`src/logic/uirb_consts.svh`:
```
// Register indices, field positions, reset values of the UART irq/rx-buffer block
// Assumes inclusion by bare name; the byte address of a register is four times its index
`ifndef UIRB_CONSTS_SVH
`define UIRB_CONSTS_SVH
// Register indices
`define UIRB_IDX_RXDL 4'h0
`define UIRB_IDX_RXDH 4'h1
`define UIRB_IDX_TXDL 4'h2
`define UIRB_IDX_TXDH 4'h3
`define UIRB_IDX_STATUS 4'h4
`define UIRB_IDX_IRQ_ENABLE_CONTROL 4'h5
`define UIRB_IDX_RX_TX_ENABLE_CONTROL 4'h6
`define UIRB_IDX_FRAME_FORMAT_CONTROL 4'h7
`define UIRB_IDX_BAUD 4'h8
`define UIRB_IDX_DBG 4'hb
`define UIRB_IDX_EVENT_INPUT_CONTROL 4'hc
`define UIRB_IDX_TXPL 4'hd
`define UIRB_IDX_RXPL 4'he
// Interrupt enable bits
`define UIRB_RECEIVE_COMPLETE_IRQ_ENABLE_BIT 7
`define UIRB_TRANSMIT_COMPLETE_IRQ_ENABLE_BIT 6
`define UIRB_TX_EMPTY_IRQ_ENABLE_BIT 5
`define UIRB_START_FRAME_IRQ_ENABLE_BIT 4
`define UIRB_AUTOBAUD_ERROR_IRQ_ENABLE_BIT 2
// Status and receive high byte bits
`define UIRB_RECEIVE_COMPLETE_FLAG_BIT 7
`define UIRB_TRANSMIT_COMPLETE_FLAG_BIT 6
`define UIRB_TX_EMPTY_FLAG_BIT 5
`define UIRB_START_FRAME_FLAG_BIT 4
`define UIRB_INCONSISTENT_SYNC_FLAG_BIT 3
`define UIRB_OVF_BIT 6
`define UIRB_FRAME_ERROR_FLAG_BIT 2
`define UIRB_PARITY_ERROR_FLAG_BIT 1
// Control fields
`define UIRB_RXEN_BIT 7
`define UIRB_TXEN_BIT 6
`define UIRB_SFDEN_BIT 4
`define UIRB_INFRARED_EVENT_INPUT_ENABLE_BIT 0
// Reset values
`define UIRB_RST_BYTE 8'h00
`define UIRB_RST_TX_EMPTY_FLAG 1'b1
`endif

```
`src/logic/uirb_pkg.sv`:
```
// Types shared by the UART irq/rx-buffer block
// Assumes nothing of its surroundings
package uirb_pkg;
  typedef enum logic {UIRB_IDLE, UIRB_ACCESS} uirb_apb_state_t;
  typedef logic [7:0] uirb_byte_t;
endpackage : uirb_pkg

```
`src/logic/uirb_top.sv`:
```
// UART interrupt, event input and two-entry receive buffer with APB register bank
// Assumes the shifters, baud generator and pulse coder sit outside and talk by pulses
//
// Contract
// Infrared event accepted only when enable bit set
// Receive vector on enabled data, start, sync error
// Empty vector while buffer empty and enabled
// Complete vector after frame out, buffer empty
// Flags set regardless of interrupt enable
// Request is enable AND flag, held
// Enable bits 7,6,5,4,2 of control A
// Low byte read returns oldest, advances buffer
// Two-deep buffer; high byte describes readable entry
// Software reads high byte first, except low-first
// High byte read-only, flags at fixed bits
// Complete flag tracks unread data; disable flushes
// Overflow when full, shifter full, new start
// Frame error from first stop bit only
// Parity error zero when checking off
// Auto LIN mode reports identifier parity
// Error flags meaningless in SPI master mode
// Transmit-complete cleared by vector or write one
// Empty flag set at reset, cleared by write
// Start flag cleared by one; zero when disabled
// Writing one clears sync flag, idles receiver
// Flags set same cycle; request is a level
//
// The APB interface to the registers was left to the implementer.
`timescale 1ns/10ps
`include "uirb_consts.svh"
module uirb_top import uirb_pkg::*; #(
  parameter int RX_DEPTH = 2,
  parameter logic [1:0] LIN_AUTO_CODE = 2'h3,
  parameter logic [1:0] SPI_MASTER_CODE = 2'h3,
  parameter logic [2:0] LOW_FIRST_CODE = 3'h6
) (
  input wire logic MCLK_I,
  input wire logic RST_I,
  input wire logic CE_I,
  input wire logic PSEL_I,
  input wire logic PENABLE_I,
  input wire logic PWRITE_I,
  input wire logic [5:0] PADDR_I,
  input wire logic [31:0] PWDATA_I,
  output logic [31:0] PRDATA_O,
  output logic PREADY_O,
  output logic PSLVERR_O,
  input wire logic RX_CHAR_VALID_I,
  input wire logic [8:0] RX_DATA_I,
  input wire logic RX_STOP_BAD_I,
  input wire logic RX_PARITY_BAD_I,
  input wire logic RX_START_I,
  input wire logic RX_SHIFT_FULL_I,
  input wire logic RX_START_DET_I,
  input wire logic RX_SYNC_ERR_I,
  input wire logic TX_SHIFT_DONE_I,
  input wire logic TX_LOAD_I,
  input wire logic TXC_VECTOR_ACK_I,
  input wire logic IR_EVENT_I,
  output logic IR_EVENT_O,
  output logic [8:0] TX_DATA_O,
  output logic TX_DATA_VALID_O,
  output logic RX_ENABLE_O,
  output logic TX_ENABLE_O,
  output logic RX_IDLE_O,
  output logic RXC_IRQ_O,
  output logic DRE_IRQ_O,
  output logic TXC_IRQ_O
);
  localparam int AW = (RX_DEPTH > 1) ? $clog2(RX_DEPTH) : 1;
  localparam int EW = 11;
  localparam logic [AW:0] FULL_COUNT = (AW + 1)'(RX_DEPTH);

  uirb_apb_state_t apb_state_reg;
  logic [3:0] addr_idx_reg;
  uirb_byte_t irq_enable_control_reg;
  uirb_byte_t rx_tx_enable_control_reg;
  uirb_byte_t frame_format_control_reg;
  logic [15:0] baud_reg;
  uirb_byte_t dbg_reg;
  uirb_byte_t event_input_control_reg;
  uirb_byte_t txpl_reg;
  logic [6:0] rxpl_reg;
  uirb_byte_t txdl_reg;
  logic txdh_reg;
  logic transmit_complete_flag_reg;
  logic tx_empty_flag_reg;
  logic start_frame_flag_reg;
  logic inconsistent_sync_flag_reg;
  logic ovf_reg;
  logic [AW-1:0] wr_ptr_reg;
  logic [AW-1:0] rd_ptr_reg;
  logic [AW-1:0] rd_ptr_next;
  logic [AW:0] count_reg;
  logic [EW-1:0] head;
  logic [EW-1:0] head_vis;
  logic [EW-1:0] entry_in;
  logic [31:0] rd_word;
  logic setup;
  logic done;
  logic wr;
  logic rd;
  logic push;
  logic pop;
  logic receive_complete_flag;
  logic rxen;
  logic sfden;
  logic lin_auto;
  logic spi_master;
  logic parity_on;
  logic low_first;

  // Index is legal when it names a printed register
  function automatic logic idx_mapped(input logic [3:0] idx);
    idx_mapped = (idx <= `UIRB_IDX_BAUD) || (idx >= `UIRB_IDX_DBG && idx <= `UIRB_IDX_RXPL);
  endfunction : idx_mapped

  // Read or write strobe for one register index
  function automatic logic hit(input logic strobe, input logic [3:0] idx, input logic [3:0] want);
    hit = strobe && (idx == want);
  endfunction : hit

  // Mode decoding
  assign rxen = rx_tx_enable_control_reg[`UIRB_RXEN_BIT];
  assign sfden = rx_tx_enable_control_reg[`UIRB_SFDEN_BIT];
  assign lin_auto = (rx_tx_enable_control_reg[2:1] == LIN_AUTO_CODE);
  assign spi_master = (frame_format_control_reg[7:6] == SPI_MASTER_CODE);
  assign parity_on = (frame_format_control_reg[5:4] != 2'h0);
  assign low_first = (frame_format_control_reg[2:0] == LOW_FIRST_CODE);
  assign receive_complete_flag = (count_reg != '0);
  // Empty buffer reads as zero, hiding stale or unwritten storage
  assign head_vis = receive_complete_flag ? head : '0;

  // Bus phases: setup captures, access completes
  assign setup = CE_I && (apb_state_reg == UIRB_IDLE) && PSEL_I && !PENABLE_I;
  assign done = CE_I && (apb_state_reg == UIRB_ACCESS) && PSEL_I && PENABLE_I;
  assign wr = done && PWRITE_I && !PSLVERR_O;
  assign rd = done && !PWRITE_I && !PSLVERR_O;

  // Buffer movement; in low-first nine-bit mode the later high byte read advances
  assign pop = receive_complete_flag && (low_first ? hit(rd, addr_idx_reg, `UIRB_IDX_RXDH)
                                   : hit(rd, addr_idx_reg, `UIRB_IDX_RXDL));
  assign push = CE_I && rxen && RX_CHAR_VALID_I && (count_reg != FULL_COUNT);
  assign rd_ptr_next = rxen ? (pop ? AW'(rd_ptr_reg + 1'b1) : rd_ptr_reg) : '0;
  assign entry_in = {RX_STOP_BAD_I, RX_PARITY_BAD_I & (parity_on | lin_auto), RX_DATA_I};

  // Bus slave state and answer
  always_ff @(posedge MCLK_I or posedge RST_I) begin
    if (RST_I) begin
      apb_state_reg <= UIRB_IDLE;
      addr_idx_reg <= 4'h0;
      PREADY_O <= 1'b0;
      PSLVERR_O <= 1'b0;
      PRDATA_O <= 32'h0000_0000;
    end else if (CE_I) begin
      unique case (apb_state_reg)
        UIRB_IDLE: begin
          if (setup) begin
            apb_state_reg <= UIRB_ACCESS;
            addr_idx_reg <= PADDR_I[5:2];
            PREADY_O <= 1'b1;
            PSLVERR_O <= !idx_mapped(PADDR_I[5:2]) || (PADDR_I[1:0] != 2'h0);
            PRDATA_O <= rd_word;
          end
        end
        UIRB_ACCESS: begin
          if (done) begin
            apb_state_reg <= UIRB_IDLE;
            PREADY_O <= 1'b0;
            PSLVERR_O <= 1'b0;
            PRDATA_O <= 32'h0000_0000;
          end
        end
      endcase
    end
  end

  // Read data for the addressed register
  always_comb begin
    rd_word = 32'h0000_0000;
    if (PADDR_I[1:0] == 2'h0) begin
      unique case (PADDR_I[5:2])
        `UIRB_IDX_RXDL: rd_word[7:0] = head_vis[7:0];
        `UIRB_IDX_RXDH: rd_word[7:0] = {receive_complete_flag, ovf_reg & !spi_master, 3'h0,
                                        head_vis[10] & !spi_master,
                                        head_vis[9] & (parity_on | lin_auto) & !spi_master,
                                        head_vis[8]};
        `UIRB_IDX_TXDL: rd_word[7:0] = txdl_reg;
        `UIRB_IDX_STATUS: rd_word[7:0] = {receive_complete_flag, transmit_complete_flag_reg, tx_empty_flag_reg, start_frame_flag_reg & sfden,
                                          inconsistent_sync_flag_reg, 3'h0};
        `UIRB_IDX_IRQ_ENABLE_CONTROL: rd_word[7:0] = irq_enable_control_reg;
        `UIRB_IDX_RX_TX_ENABLE_CONTROL: rd_word[7:0] = rx_tx_enable_control_reg;
        `UIRB_IDX_FRAME_FORMAT_CONTROL: rd_word[7:0] = frame_format_control_reg;
        `UIRB_IDX_BAUD: rd_word[15:0] = baud_reg;
        `UIRB_IDX_DBG: rd_word[7:0] = dbg_reg;
        `UIRB_IDX_EVENT_INPUT_CONTROL: rd_word[7:0] = event_input_control_reg;
        `UIRB_IDX_TXPL: rd_word[7:0] = txpl_reg;
        `UIRB_IDX_RXPL: rd_word[6:0] = rxpl_reg;
        default: rd_word = 32'h0000_0000;
      endcase
    end
  end

  // Control registers written by software
  always_ff @(posedge MCLK_I or posedge RST_I) begin
    if (RST_I) begin
      irq_enable_control_reg <= `UIRB_RST_BYTE;
      rx_tx_enable_control_reg <= `UIRB_RST_BYTE;
      frame_format_control_reg <= `UIRB_RST_BYTE;
      baud_reg <= 16'h0000;
      dbg_reg <= `UIRB_RST_BYTE;
      event_input_control_reg <= `UIRB_RST_BYTE;
      txpl_reg <= `UIRB_RST_BYTE;
      rxpl_reg <= 7'h00;
    end else if (CE_I) begin
      if (hit(wr, addr_idx_reg, `UIRB_IDX_IRQ_ENABLE_CONTROL)) irq_enable_control_reg <= PWDATA_I[7:0];
      if (hit(wr, addr_idx_reg, `UIRB_IDX_RX_TX_ENABLE_CONTROL)) rx_tx_enable_control_reg <= PWDATA_I[7:0];
      if (hit(wr, addr_idx_reg, `UIRB_IDX_FRAME_FORMAT_CONTROL)) frame_format_control_reg <= PWDATA_I[7:0];
      if (hit(wr, addr_idx_reg, `UIRB_IDX_BAUD)) baud_reg <= PWDATA_I[15:0];
      if (hit(wr, addr_idx_reg, `UIRB_IDX_DBG)) dbg_reg <= {7'h00, PWDATA_I[0]};
      if (hit(wr, addr_idx_reg, `UIRB_IDX_EVENT_INPUT_CONTROL)) event_input_control_reg <= {7'h00, PWDATA_I[0]};
      if (hit(wr, addr_idx_reg, `UIRB_IDX_TXPL)) txpl_reg <= PWDATA_I[7:0];
      if (hit(wr, addr_idx_reg, `UIRB_IDX_RXPL)) rxpl_reg <= PWDATA_I[6:0];
    end
  end

  // Transmit buffer and its empty flag
  always_ff @(posedge MCLK_I or posedge RST_I) begin
    if (RST_I) begin
      txdl_reg <= `UIRB_RST_BYTE;
      txdh_reg <= 1'b0;
      tx_empty_flag_reg <= `UIRB_RST_TX_EMPTY_FLAG;
    end else if (CE_I) begin
      if (hit(wr, addr_idx_reg, `UIRB_IDX_TXDH)) txdh_reg <= PWDATA_I[0];
      if (hit(wr, addr_idx_reg, `UIRB_IDX_TXDL) && tx_empty_flag_reg) begin
        txdl_reg <= PWDATA_I[7:0];
        tx_empty_flag_reg <= 1'b0;
      end else if (TX_LOAD_I) begin
        tx_empty_flag_reg <= 1'b1;
      end
    end
  end

  // Hardware-set status flags; a set beats a clear in the same cycle
  always_ff @(posedge MCLK_I or posedge RST_I) begin
    if (RST_I) begin
      transmit_complete_flag_reg <= 1'b0;
      start_frame_flag_reg <= 1'b0;
      inconsistent_sync_flag_reg <= 1'b0;
      ovf_reg <= 1'b0;
    end else if (CE_I) begin
      if (TX_SHIFT_DONE_I && tx_empty_flag_reg) transmit_complete_flag_reg <= 1'b1;
      else if (TXC_VECTOR_ACK_I || (hit(wr, addr_idx_reg, `UIRB_IDX_STATUS)
               && PWDATA_I[`UIRB_TRANSMIT_COMPLETE_FLAG_BIT])) transmit_complete_flag_reg <= 1'b0;
      if (RX_START_DET_I && sfden) start_frame_flag_reg <= 1'b1;
      else if (hit(wr, addr_idx_reg, `UIRB_IDX_STATUS) && PWDATA_I[`UIRB_START_FRAME_FLAG_BIT])
        start_frame_flag_reg <= 1'b0;
      if (RX_SYNC_ERR_I) inconsistent_sync_flag_reg <= 1'b1;
      else if (hit(wr, addr_idx_reg, `UIRB_IDX_STATUS) && PWDATA_I[`UIRB_INCONSISTENT_SYNC_FLAG_BIT])
        inconsistent_sync_flag_reg <= 1'b0;
      if (count_reg == FULL_COUNT && RX_SHIFT_FULL_I && RX_START_I) ovf_reg <= 1'b1;
      else if (hit(rd, addr_idx_reg, `UIRB_IDX_RXDL) || !rxen) ovf_reg <= 1'b0;
    end
  end

  // Receive buffer pointers and fill level; disabling the receiver flushes
  always_ff @(posedge MCLK_I or posedge RST_I) begin
    if (RST_I) begin
      wr_ptr_reg <= '0;
      rd_ptr_reg <= '0;
      count_reg <= '0;
    end else if (CE_I) begin
      rd_ptr_reg <= rd_ptr_next;
      if (!rxen) begin
        wr_ptr_reg <= '0;
        count_reg <= '0;
      end else begin
        if (push) wr_ptr_reg <= AW'(wr_ptr_reg + 1'b1);
        if (push && !pop) count_reg <= count_reg + 1'b1;
        else if (pop && !push) count_reg <= count_reg - 1'b1;
      end
    end
  end

  // Entry storage, read ahead at the next head so flags follow each read
  uirb_rx_mem #(
    .WIDTH(EW),
    .DEPTH(RX_DEPTH),
    .AW(AW)
  ) u_rx_mem (
    .clk_i(MCLK_I),
    .rst_i(RST_I),
    .ce_i(CE_I),
    .we_i(push),
    .waddr_i(wr_ptr_reg),
    .wdata_i(entry_in),
    .raddr_i(rd_ptr_next),
    .rdata_o(head)
  );

  // Registered outputs toward the shifters and event system
  always_ff @(posedge MCLK_I or posedge RST_I) begin
    if (RST_I) begin
      IR_EVENT_O <= 1'b0;
      TX_DATA_O <= 9'h000;
      TX_DATA_VALID_O <= 1'b0;
      RX_ENABLE_O <= 1'b0;
      TX_ENABLE_O <= 1'b0;
      RX_IDLE_O <= 1'b0;
    end else if (CE_I) begin
      IR_EVENT_O <= IR_EVENT_I && event_input_control_reg[`UIRB_INFRARED_EVENT_INPUT_ENABLE_BIT];
      TX_DATA_O <= {txdh_reg, txdl_reg};
      TX_DATA_VALID_O <= !tx_empty_flag_reg;
      RX_ENABLE_O <= rxen;
      TX_ENABLE_O <= rx_tx_enable_control_reg[`UIRB_TXEN_BIT];
      RX_IDLE_O <= hit(wr, addr_idx_reg, `UIRB_IDX_STATUS) && PWDATA_I[`UIRB_INCONSISTENT_SYNC_FLAG_BIT];
    end
  end

  // Interrupt vectors
  uirb_irq_gate u_irq_gate (
    .clk_i(MCLK_I),
    .rst_i(RST_I),
    .ce_i(CE_I),
    .rxc_flag_i(receive_complete_flag),
    .start_flag_i(start_frame_flag_reg & sfden),
    .sync_flag_i(inconsistent_sync_flag_reg),
    .dre_flag_i(tx_empty_flag_reg),
    .txc_flag_i(transmit_complete_flag_reg),
    .enable_i(irq_enable_control_reg),
    .rxc_irq_o(RXC_IRQ_O),
    .dre_irq_o(DRE_IRQ_O),
    .txc_irq_o(TXC_IRQ_O)
  );

  // Checks
  ir_gate_a: assert property (@(posedge MCLK_I) disable iff (RST_I)
    CE_I |=> IR_EVENT_O == $past(IR_EVENT_I && event_input_control_reg[0])) else $error("ir gate wrong");
  rxc_vector_a: assert property (@(posedge MCLK_I) disable iff (RST_I)
    (CE_I && receive_complete_flag && irq_enable_control_reg[7]) |=> RXC_IRQ_O) else $error("rx vector missing");
  dre_vector_a: assert property (@(posedge MCLK_I) disable iff (RST_I)
    (CE_I && tx_empty_flag_reg && irq_enable_control_reg[5]) |=> DRE_IRQ_O) else $error("empty vector missing");
  txc_drop_a: assert property (@(posedge MCLK_I) disable iff (RST_I)
    (CE_I && (!transmit_complete_flag_reg || !irq_enable_control_reg[6])) |=> !TXC_IRQ_O) else $error("tx vector stuck");
  txc_set_a: assert property (@(posedge MCLK_I) disable iff (RST_I)
    (CE_I && TX_SHIFT_DONE_I && tx_empty_flag_reg) |=> transmit_complete_flag_reg) else $error("tx flag not set");
  pop_step_a: assert property (@(posedge MCLK_I) disable iff (RST_I)
    (pop && !push && rxen) |=> count_reg == $past(count_reg) - 1'b1) else $error("pop lost");
  fifo_depth_a: assert property (@(posedge MCLK_I) disable iff (RST_I)
    count_reg <= FULL_COUNT) else $error("buffer too deep");
  flush_rx_a: assert property (@(posedge MCLK_I) disable iff (RST_I)
    (CE_I && !rxen) |=> (count_reg == '0) && !receive_complete_flag) else $error("flush failed");
  ovf_set_a: assert property (@(posedge MCLK_I) disable iff (RST_I)
    (CE_I && rxen && count_reg == FULL_COUNT && RX_SHIFT_FULL_I && RX_START_I) |=> ovf_reg)
    else $error("overflow not set");
  parity_error_flag_off_a: assert property (@(posedge MCLK_I) disable iff (RST_I)
    (PREADY_O && addr_idx_reg == `UIRB_IDX_RXDH && $past(!parity_on && !lin_auto))
    |-> !PRDATA_O[1]) else $error("parity shown while off");
  dre_clear_a: assert property (@(posedge MCLK_I) disable iff (RST_I)
    (hit(wr, addr_idx_reg, `UIRB_IDX_TXDL) && tx_empty_flag_reg) |=> !tx_empty_flag_reg ##1 TX_DATA_VALID_O)
    else $error("empty flag not cleared");
  isf_clear_a: assert property (@(posedge MCLK_I) disable iff (RST_I)
    (hit(wr, addr_idx_reg, `UIRB_IDX_STATUS) && PWDATA_I[3] && !RX_SYNC_ERR_I)
    |=> !inconsistent_sync_flag_reg && RX_IDLE_O) else $error("sync flag not cleared");
endmodule : uirb_top

```
`src/logic/uirb_rx_mem.sv`:
```
// Small receive buffer storage with registered read data
// Assumes one writer; a write to the address being read is passed straight through
`timescale 1ns/10ps
module uirb_rx_mem #(
  parameter int WIDTH = 11,
  parameter int DEPTH = 2,
  parameter int AW = (DEPTH > 1) ? $clog2(DEPTH) : 1
) (
  input wire logic clk_i,
  input wire logic rst_i,
  input wire logic ce_i,
  input wire logic we_i,
  input wire logic [AW-1:0] waddr_i,
  input wire logic [WIDTH-1:0] wdata_i,
  input wire logic [AW-1:0] raddr_i,
  output logic [WIDTH-1:0] rdata_o
);
  logic [WIDTH-1:0] mem_reg [DEPTH];

  // Storage write
  always_ff @(posedge clk_i) begin
    if (ce_i && we_i) begin
      mem_reg[waddr_i] <= wdata_i;
    end
  end

  // Registered read with write bypass
  always_ff @(posedge clk_i or posedge rst_i) begin
    if (rst_i) begin
      rdata_o <= '0;
    end else if (ce_i) begin
      if (we_i && (waddr_i == raddr_i)) begin
        rdata_o <= wdata_i;
      end else begin
        rdata_o <= mem_reg[raddr_i];
      end
    end
  end
endmodule : uirb_rx_mem

```
`src/logic/uirb_irq_gate.sv`:
```
// Combines flags with enables into three level interrupt requests
// Assumes flags and enables are registers of the same clock domain
`timescale 1ns/10ps
module uirb_irq_gate (
  input wire logic clk_i,
  input wire logic rst_i,
  input wire logic ce_i,
  input wire logic rxc_flag_i,
  input wire logic start_flag_i,
  input wire logic sync_flag_i,
  input wire logic dre_flag_i,
  input wire logic txc_flag_i,
  input wire logic [7:0] enable_i,
  output logic rxc_irq_o,
  output logic dre_irq_o,
  output logic txc_irq_o
);
  // Registered AND of flag and enable, held as long as the flag stands
  always_ff @(posedge clk_i or posedge rst_i) begin
    if (rst_i) begin
      rxc_irq_o <= 1'b0;
      dre_irq_o <= 1'b0;
      txc_irq_o <= 1'b0;
    end else if (ce_i) begin
      rxc_irq_o <= (rxc_flag_i & enable_i[`UIRB_RECEIVE_COMPLETE_IRQ_ENABLE_BIT]) |
                   (start_flag_i & enable_i[`UIRB_START_FRAME_IRQ_ENABLE_BIT]) |
                   (sync_flag_i & enable_i[`UIRB_AUTOBAUD_ERROR_IRQ_ENABLE_BIT]);
      dre_irq_o <= dre_flag_i & enable_i[`UIRB_TX_EMPTY_IRQ_ENABLE_BIT];
      txc_irq_o <= txc_flag_i & enable_i[`UIRB_TRANSMIT_COMPLETE_IRQ_ENABLE_BIT];
    end
  end
endmodule : uirb_irq_gate

```
`config.mk`:
```
export PLATFORM = sky130hd
export DESIGN_NAME = uirb_top
export DESIGN_NICKNAME = d
export VERILOG_FILES = /design/src/logic/uirb_pkg.sv /design/src/logic/uirb_top.sv /design/src/logic/uirb_rx_mem.sv /design/src/logic/uirb_irq_gate.sv
export VERILOG_INCLUDE_DIRS = /design/src /design/src/logic
export SDC_FILE = /design/constraint.sdc
export NUM_CORES = 1
export LEC_CHECK = 0
export BUFFER_PORTS_ARGS = -buffer_cell sky130_fd_sc_hd__buf_2
export CAP_MARGIN = 25
export CORE_UTILIZATION = 61
export DETAILED_ROUTE_END_ITERATION = 16
export PLACE_DENSITY = 0.85
export SLEW_MARGIN = 10
export SYNTH_ARGS = -nofsm -noshare
export SYNTH_HDL_FRONTEND = slang
export SYNTH_SLANG_ARGS = --single-unit
```
`constraint.sdc`:
```
create_clock -name MCLK_I -period 8.9 [get_ports MCLK_I]
set_input_delay 1.78 -clock MCLK_I [delete_from_list [all_inputs] [get_ports MCLK_I]]
set_output_delay 1.78 -clock MCLK_I [all_outputs]
set_load 0.05 [all_outputs]
```
# == Word-level counts from Yosys, hierarchy flattened ==
# Memories as Yosys holds them, arrays and structs flattened. A register that Yosys moved wholly into a read port is not among the register bits.
# Cells that the tools add are included.
# word_totals
mem_count,1
word_cells,207
mem_bits_rw,22
rom_bits,0
output_inout_bits,51
latch_bits,0
ff_bits,131
# classes
n_div,0
bitwise,15
eq_ne,32
mux,36
reduce_logical,84
add_sub_neg,4
n_mul,0
n_lt_le_gt_ge,3
shift,0
# mem_list
name,words,word_bits,rd,rd_clocked_by_memory_dff,wr,line_no,rtl
u_rx_mem.mem_reg,2,11,1,1,1,uirb_rx_mem.sv:18,logic [WIDTH-1:0] mem_reg [DEPTH];
# ops
operator,n
7-bit case mux with 12 select lines,1
32-bit 2-to-1 mux,2
32-bit case mux with 2 select lines,1
4-bit == test (second input constant),10
1-bit logical AND,40
2-bit AND reduction,17
4-bit by 3-bit == test with 1-bit output (second input constant),8
1-bit 2-to-1 mux,22
16-bit 2-to-1 mux,1
2-bit nonzero test,8
4-bit by 2-bit == test with 1-bit output (second input constant),3
1-bit bitwise AND,11
11-bit 2-to-1 mux,1
1-bit logical NOT,9
4-bit by 1-bit == test with 1-bit output (second input constant),2
4-bit less-or-equal comparator (second input constant),2
4-bit logical NOT,2
8-bit 2-to-1 mux,1
1-bit case mux with 8 select lines,1
2-bit == test (second input constant),3
2-bit 2-to-1 mux,3
1-bit case mux with 2 select lines,3
3-bit AND reduction,2
4-bit >= comparator (second input constant),1
12 further kinds,20

# == Logic depth before layout (Yosys ltp) ==
# Gate-level depths: netlist (run 1).
# logic_depth
word_depth,12
ltp_mapped,7
depth_no_buf,5

# == Modules after synthesis ==
# From an unflattened synthesis (run 1), not the netlist that was laid out.
# unflattened
cells_unflattened,546
area_unflattened_um2,6892.9
# modules_own_cells
mod,area_each_um2,n_inst,cells_per_inst
uirb_top,5450.2,1,454
uirb_rx_mem,1317.5,1,79
uirb_irq_gate,125.1,1,13

# == Worst setup path after synthesis (run 1) ==
# No wires, ideal clock.
# synth_path
path_kind,input -> register
start,input port CE_I
end,register baud_reg[15]
arrival_ns,3.536
t_required_ns,8.775
setup_time_ns,0.125
path_slack_ns,5.239
cell_stages,7
path_buffers,2
cell_sequence,buf_2 nand4b_1 nor3b_1 nand3_1 nor3_2 buf_2 mux2_2
# synth_between
elab_chain_len,7
# synth_lines
element,line_no,rtl
start: declaration,uirb_top.sv:39,"input wire logic CE_I,"
1-bit logical AND (3 in a row),uirb_top.sv:136,assign done = CE_I && (apb_state_reg == UIRB_ACCESS) && PSEL_I && PENABLE_I;
1-bit logical AND (2 in a row),uirb_top.sv:137,assign wr = done && PWRITE_I && !PSLVERR_O;
1-bit logical AND,uirb_top.sv:120,hit = strobe && (idx == want);
2-bit AND reduction (no source line) *,--,
end signal: assignment,uirb_top.sv:219,"if (hit(wr, addr_idx_reg, `UIRB_IDX_BAUD)) baud_reg <= PWDATA_I[15:0];"
end: declaration,uirb_top.sv:79,logic [15:0] baud_reg;
# Every way passes the cells marked *; elsewhere a longest branch is shown, timed or not.
# A chain may end at the register's enable or synchronous reset.

# == Final worst setup path (run 1) ==
# layout_path
start,input port CE_I
end,register txdl_reg[5]
# layout_between
elab_chain_len,8
# layout_lines
element,line_no,rtl
1-bit logical AND (3 in a row),uirb_top.sv:136,
1-bit logical AND (2 in a row),uirb_top.sv:137,
1-bit logical AND,uirb_top.sv:120,
1-bit logical AND,uirb_top.sv:235,"if (hit(wr, addr_idx_reg, `UIRB_IDX_TXDL) && tx_empty_flag_reg) begin"
2-bit AND reduction (no source line) *,--,
end signal: assignment,uirb_top.sv:230,txdl_reg <= `UIRB_RST_BYTE;
end signal: assignment,uirb_top.sv:236,txdl_reg <= PWDATA_I[7:0];
end: declaration,uirb_top.sv:84,uirb_byte_t txdl_reg;
# Marked as above.

==> results of run 1 <==
[layer usage]
layer	part of all wire	GRT usage
met1	0.40	0.4357
met2	0.47	0.5031
met3	0.096	0.07291
met4	0.036	0.1343
met5	0	0
[kinds of logic after synthesis]
group,Yosys count,synth area share
simple gates,160,0.1230
flops,148,0.5419
compound gates,128,0.1454
mux,86,0.1368
buf+inv,65,0.04496
xor+xnor,6,0.007464
other cells,1,0.0005326
[worst reg2reg max path, delay by kind of cell, from the launching register on]
| family | cells | cell delay, ns |
|---|---|---|
| buffers and inverters | 1 | 0.23 |
| flip-flops | 1 | 0.40 |
| multiplexers | 1 | 0.34 |
| AND/OR/NAND/NOR | 4 | 1.67 |
[report_power, final]
group | leakage (nW) | switching [mW] | internal, mW | total, mW
Sequential | 1.87 | 0.0939 | 0.786 | 0.880
Clock | 0.306 | 0.280 | 0.486 | 0.766
Combinational | 1.50 | 0.251 | 0.139 | 0.390
Total | 3.67 | 0.625 | 1.41 | 2.04
[layout make-up]
class                           count  area share
Multi-Input combinational cell    396      0.3644
Inverter                           16    0.007688
Tap cell                          140     0.02153
Clock buffer                       20     0.05627
Timing Repair Buffer               89     0.05950
Clock inverter                     12     0.02183
Sequential cell                   148      0.4688
[cell usage in the layout (no fill, tap or decap), drive strengths merged, types with 5 or more instances in the layout]
cell type,instances
a21oi,18
a221oi,6
a22o,13
a22oi,5
a32o,5
and3,5
buf,89
clkbuf,20
clkinv,5
conb,16
dfrtp,125
edfxtp,22
inv,17
mux2,82
nand2,33
nand2b,18
nand3,25
nor2,26
nor2b,8
nor3,21
o211ai,17
o21ai,20
o311ai,12
[how the worst max path moves through the flow]
stage,startpoint,end,slack (ns),cells past startpoint
final,CE_I,txdl_reg[5]$_DFFE_PP0P_,4.35,7
after global routing,CE_I,txdl_reg[1]$_DFFE_PP0P_,4.28,7
after CTS,CE_I,txdl_reg[0]$_DFFE_PP0P_,4.29,6
after detailed placement,CE_I,txdl_reg[6]$_DFFE_PP0P_,3.99,6
after global placement,CE_I,u_rx_mem.rdata_o[4]$_DFFE_PP0P_,3.85,6
after floorplan,RST_I,IR_EVENT_O$_DFFE_PP0P_,3.77,1
==> impl_metrics.json, run 1 <==
{
  "status": "completed",
  "cts-root-buf": "clkbuf_16",
  "routed_via_density": 6.805,
  "cts_max_level": 4,
  "post-route-period-util": 0.5113,
  "crit_type": "in -> reg",
  "fin_hold_ws_ns": 0.4827,
  "hold_depth": 2,
  "drive_gt1_frac": 0.3348,
  "largest_reg_flops": 22,
  "hold_buffers": 0,
  "async_reset_ff_frac": 0.8514,
  "cts_setup_buffers": 0,
  "path_buf_inv": 2,
  "max-vdd-ir-drop_mv": 0.1199,
  "min_to": "PRDATA_O[5]$_DFFE_PP0P_",
  "ctsLongestPathBuffers": 2,
  "grt_max_degree": 77,
  "rrSetupSlack_ns": 6.16,
  "cp_top_family": "simple AND/OR/NAND/NOR gates",
  "final_antenna_net_count": 0,
  "dpl_cell_area_mm2": 0.007463,
  "yosys.area.top_type_share": 0.4443,
  "start_kind": "input pin",
  "crit_fanout": 53,
  "drt-wirelength-per-cell_um": 22.27,
  "cts-buffers-inserted": 17,
  "post-route-min-period_ns": 4.550,
  "clk_pin_slew_ns": 0.06,
  "synth_top_cell_by_area": "dfrtp_1",
  "relSlewSlack": 0.2925,
  "synth_edf_count": 22,
  "regToRegEndpoint": "txdl_reg[5]$_DFFE_PP0P_",
  "grt_overflow": 0,
  "ys_top_cells_by_count": "125 x dfrtp_1, 82 x mux2_2, 33 x nand2_1, 28 x clkbuf_1, 24 x nand3_1",
  "reg2reg_from": "PSLVERR_O$_DFFE_PP0P_",
  "avgSynthCellArea_um2": 11.85,
  "die_area_mm2": 0.01197,
  "finalSetupViolCount": 0,
  "powerDensity_mw_per_mm2": 250.1,
  "dp_hpwl_mm": 11.60,
  "fillCellCount": 694,
  "cts_sinks": 148,
  "synth_cell_types": 69,
  "cts_tree": "done",
  "cp-end-kind": "flop",
  "finalMaxSlewViolations": 0,
  "slowest_stage": "buf_2",
  "start_util": 0.6383,
  "fin_cells": 821,
  "rsz0062_at_grt": "no",
  "synth_area_mm2": 0.007041,
  "required_ns": 9.21,
  "synth.area.top_cells": "dfrtp_1 44%, mux2_2 13%, edfxtp_1 9.4%",
  "num_rows": 38,
  "setup_slack_ns": 4.350,
  "drv_cap": 0,
  "syn_to_final_growth_pct": 15.59,
  "die_w_um": 109.4,
  "seq_area_mm2": 0.003815,
  "arrival_ns": 4.86,
  "fin_worst_skew_ns": 0.01651,
  "reg2reg_depth": 6,
  "synth_most_common_cell": "dfrtp_1",
  "core_area_mm2": 0.01103,
  "post_cts_resized": 0,
  "via_count": 5587,
  "hold_viol": 0,
  "netlist_instances": 594,
  "ys.flop_type": "dfrtp_1",
  "drc": 0,
  "insertedDiodeCount": 0,
  "drt_first_pass_iters": 6,
  "max_freq_mhz": 219.8,
  "crit_path_max_incr_delay_ns": 0.76,
  "worstHoldPathType": "reg -> reg",
  "antenna_found_initial": 0,
  "routed_wl_mm": 18.29,
  "first_global_vias": 5156,
  "ys_warn_count": 0,
  "path_cells": "buf_2 > nand4b_1 > nor3b_1 > nand2_1 > nor3_2 > buf_6 > mux2_2",
  "final_util": 0.7378,
  "track_usage": 0.3218,
  "place.gp.congestion": 0.9188,
  "design_area_mm2": 0.008138,
  "ys_seq_area_frac": 0.5419,
  "die_y_um": 109.4,
  "tightest_slew_ns": 1.057,
  "leakage_nw": 3.673,
  "grt_pass1_wl_mm": 28.27,
  "drtIter0Drc": 671,
  "multiInputGateArea_mm2": 0.002965,
  "clock_latency_ns": 0.43,
  "min_from": "PRDATA_O[5]$_DFFE_PP0P_",
  "tns_ns": 0,
  "pre_cts_ws_ns": 3.989,
  "p_total_mw": 2.036,
  "yosys_register_bits": 148,
  "port-buffer-count": 82,
  "place_inst": 787,
  "io_pins": 115,
  "fin_nets": 732
}
(Power assumes the default switching activity.)
==> inputs of run 2 (changes only) <==
--- a/config.mk
+++ b/config.mk
@@ -8,9 +8,9 @@
 export LEC_CHECK = 0
 export BUFFER_PORTS_ARGS = -buffer_cell sky130_fd_sc_hd__buf_2
 export CAP_MARGIN = 25
-export CORE_UTILIZATION = 61
+export CORE_UTILIZATION = 57
 export DETAILED_ROUTE_END_ITERATION = 16
-export PLACE_DENSITY = 0.85
+export PLACE_DENSITY = 0.8
 export SLEW_MARGIN = 10
 export SYNTH_ARGS = -nofsm -noshare
 export SYNTH_HDL_FRONTEND = slang
==> constraint.sdc (replaced) <==
create_clock -name MCLK_I -period 4.2 [get_ports MCLK_I]
set_input_delay 0.84 -clock MCLK_I [delete_from_list [all_inputs] [get_ports MCLK_I]]
set_output_delay 0.84 -clock MCLK_I [all_outputs]
set_load 0.05 [all_outputs]
==> run 2 against run 1 <==
Net effect: sequential share of layout area decreased by 0.079 points; via count shrank 5.1%; global-route usage fell by 1.6 points.
==> impl_metrics.json, run 2 (synthesis results as in run 1) <==
{
  "finalMaxSlewViolations": 0,
  "antenna_found_initial": 0,
  "num_rows": 40,
  "drtIter0Drc": 513,
  "status": "completed",
  "drt_first_pass_iters": 5,
  "cts_sinks": 148,
  "place.gp.congestion": 0.9235,
  "intPower_mw": 2.995,
  "critPathLaunch": "PENABLE_I",
  "reg2reg_from": "PSLVERR_O$_DFFE_PP0P_",
  "die_area_mm2": 0.01280,
  "die_w_um": 113.1,
  "cts-buffers-inserted": 17,
  "drv_cap": 0,
  "powerDensity_mw_per_mm2": 525.7,
  "final_antenna_net_count": 0,
  "max-vdd-ir-drop_mv": 0.3050,
  "post-route-period-util": 0.6516,
  "fin_nets": 735,
  "grt_overflow": 0,
  "tightest_slew_ns": 1.031,
  "routed_via_density": 6.381,
  "drt-wirelength-per-cell_um": 21.88,
  "io_pins": 115,
  "start_util": 0.5861,
  "cts_setup_buffers": 0,
  "drive_gt1_frac": 0.3377,
  "dp_hpwl_mm": 11.96,
  "hold_viol": 0,
  "core_area_mm2": 0.01201,
  "clock_latency_ns": 0.43,
  "grt_pass1_wl_mm": 29.15,
  "cp-endpoint": "inconsistent_sync_flag_reg$_DFFE_PP0P_",
  "routed_wl_mm": 18.18,
  "arrival_ns": 3.05,
  "p_total_mw": 4.286,
  "p_clk_frac": 0.374,
  "post_cts_resized": 0,
  "rsz0062_at_grt": "no",
  "first_global_vias": 5302,
  "largest_reg_flops": 22,
  "fin_worst_skew_ns": 0.007987,
  "insertedDiodeCount": 0,
  "relSlewSlack": 0.3113,
  "tns_ns": 0,
  "crit_fanout": 6,
  "grt_max_degree": 68,
  "track_usage": 0.3055,
  "reg2reg_depth": 5,
  "cts-root-buf": "clkbuf_16",
  "p_seq_frac": 0.435,
  "crit_type": "in -> reg",
  "drc": 0,
  "fin_hold_ws_ns": 0.4824,
  "clk_pin_slew_ns": 0.06,
  "post-route-min-period_ns": 2.737,
  "design_area_mm2": 0.008152,
  "max_freq_mhz": 365.4,
  "start_kind": "input pin",
  "die_y_um": 113.1,
  "final_cell_mix": "125 x dfrtp_1, 82 x mux2_2, 82 x buf_2",
  "port-buffer-count": 82,
  "cts_max_level": 4,
  "syn_to_final_growth_pct": 15.78,
  "p_sw_mw": 1.291,
  "leakage_nw": 3.688,
  "hold_buffers": 0,
  "cp-end-kind": "flop",
  "required_ns": 4.51,
  "power_frac_comb": 0.191,
  "rrSetupSlack_ns": 1.52,
  "worstHoldPathType": "reg -> reg",
  "cts_tree": "done",
  "p_sw_frac": 0.3011,
  "finalSetupViolCount": 0,
  "regToRegEndpoint": "inconsistent_sync_flag_reg$_DFFE_PP0P_",
  "ctsLongestPathBuffers": 2,
  "dpl_cell_area_mm2": 0.007517,
  "via_count": 5303,
  "final_common_cell": "dfrtp_1"
}
==> run 2: cell count changes in the layout (fill, tap and decap cells not counted) <==
cell,previous run,this run
clkinv_4,3,0
buf_12,0,1
inv_4,2,1
clkbuf_8,0,3
buf_6,1,0
clkinv_2,2,5
clkbuf_16,18,17
buf_4,4,9
buf_2,83,82
clkinvlp_4,2,1
buf_16,1,0
==> run 2: power groups by stage <==
stage          combinational (mW)  clock (mW)  sequential (mW)
2_1_floorplan               0.565           0             1.88
3_3_place_gp                0.782           0             1.86
3_5_place_dp                0.810           0             1.88
4_1_cts                     0.816        1.62             1.86
5_1_grt                     0.887        1.67             1.88
6_report                    0.821        1.60             1.86
==> run 2: worst min path at each step <==
stage	from	endpoint	slack (ns)	cells past startpoint
2_1_floorplan	baud_reg[10]$_DFFE_PP0P_	PRDATA_O[10]$_DFFE_PP0P_	0.46	1
3_3_place_gp	PRDATA_O[2]$_DFFE_PP0P_	PRDATA_O[2]$_DFFE_PP0P_	0.46	1
3_5_place_dp	PRDATA_O[6]$_DFFE_PP0P_	PRDATA_O[6]$_DFFE_PP0P_	0.47	2
4_1_cts	PRDATA_O[6]$_DFFE_PP0P_	PRDATA_O[6]$_DFFE_PP0P_	0.48	2
5_1_grt	PRDATA_O[3]$_DFFE_PP0P_	PRDATA_O[3]$_DFFE_PP0P_	0.50	2
6_report	PRDATA_O[6]$_DFFE_PP0P_	PRDATA_O[6]$_DFFE_PP0P_	0.48	2
==> run 2: routing by layer <==
layer,vias up,part of all wire,global-route usage
li1,2344,-,-
met4,0,0.038,0.1421
met3,49,0.074,0.06749
met2,285,0.48,0.4818
met1,2625,0.41,0.4053
met5,-,0,0
==> run 2: critical path: stages <==
cell      delay, ns
buf_2          0.13
nand4b_1       0.30
or4_1          0.68
nor3_1         0.71
nand2_1        0.16
a22o_1         0.22
==> run 2: cell type report <==
type / count / area [um2]
Sequential cell: 148 / 3815
Tap cell: 147 / 183.9
Fill cell: 874 / 3860
Timing Repair Buffer: 92 / 498.0
Clock inverter: 10 / 152.6
Clock buffer: 22 / 474.2
Inverter: 16 / 62.56
Multi-Input combinational cell: 396 / 2965
==> run 2: through the flow <==
step	worst slack (ns)	instances	util
global route	1.363	831	0.6786
finish	1.463	831	0.6786
detailed placement	1.122	798	0.6258
floorplan	0.005719	609	-
CTS	1.544	830	0.6780
global placement	1.181	798	0.6258
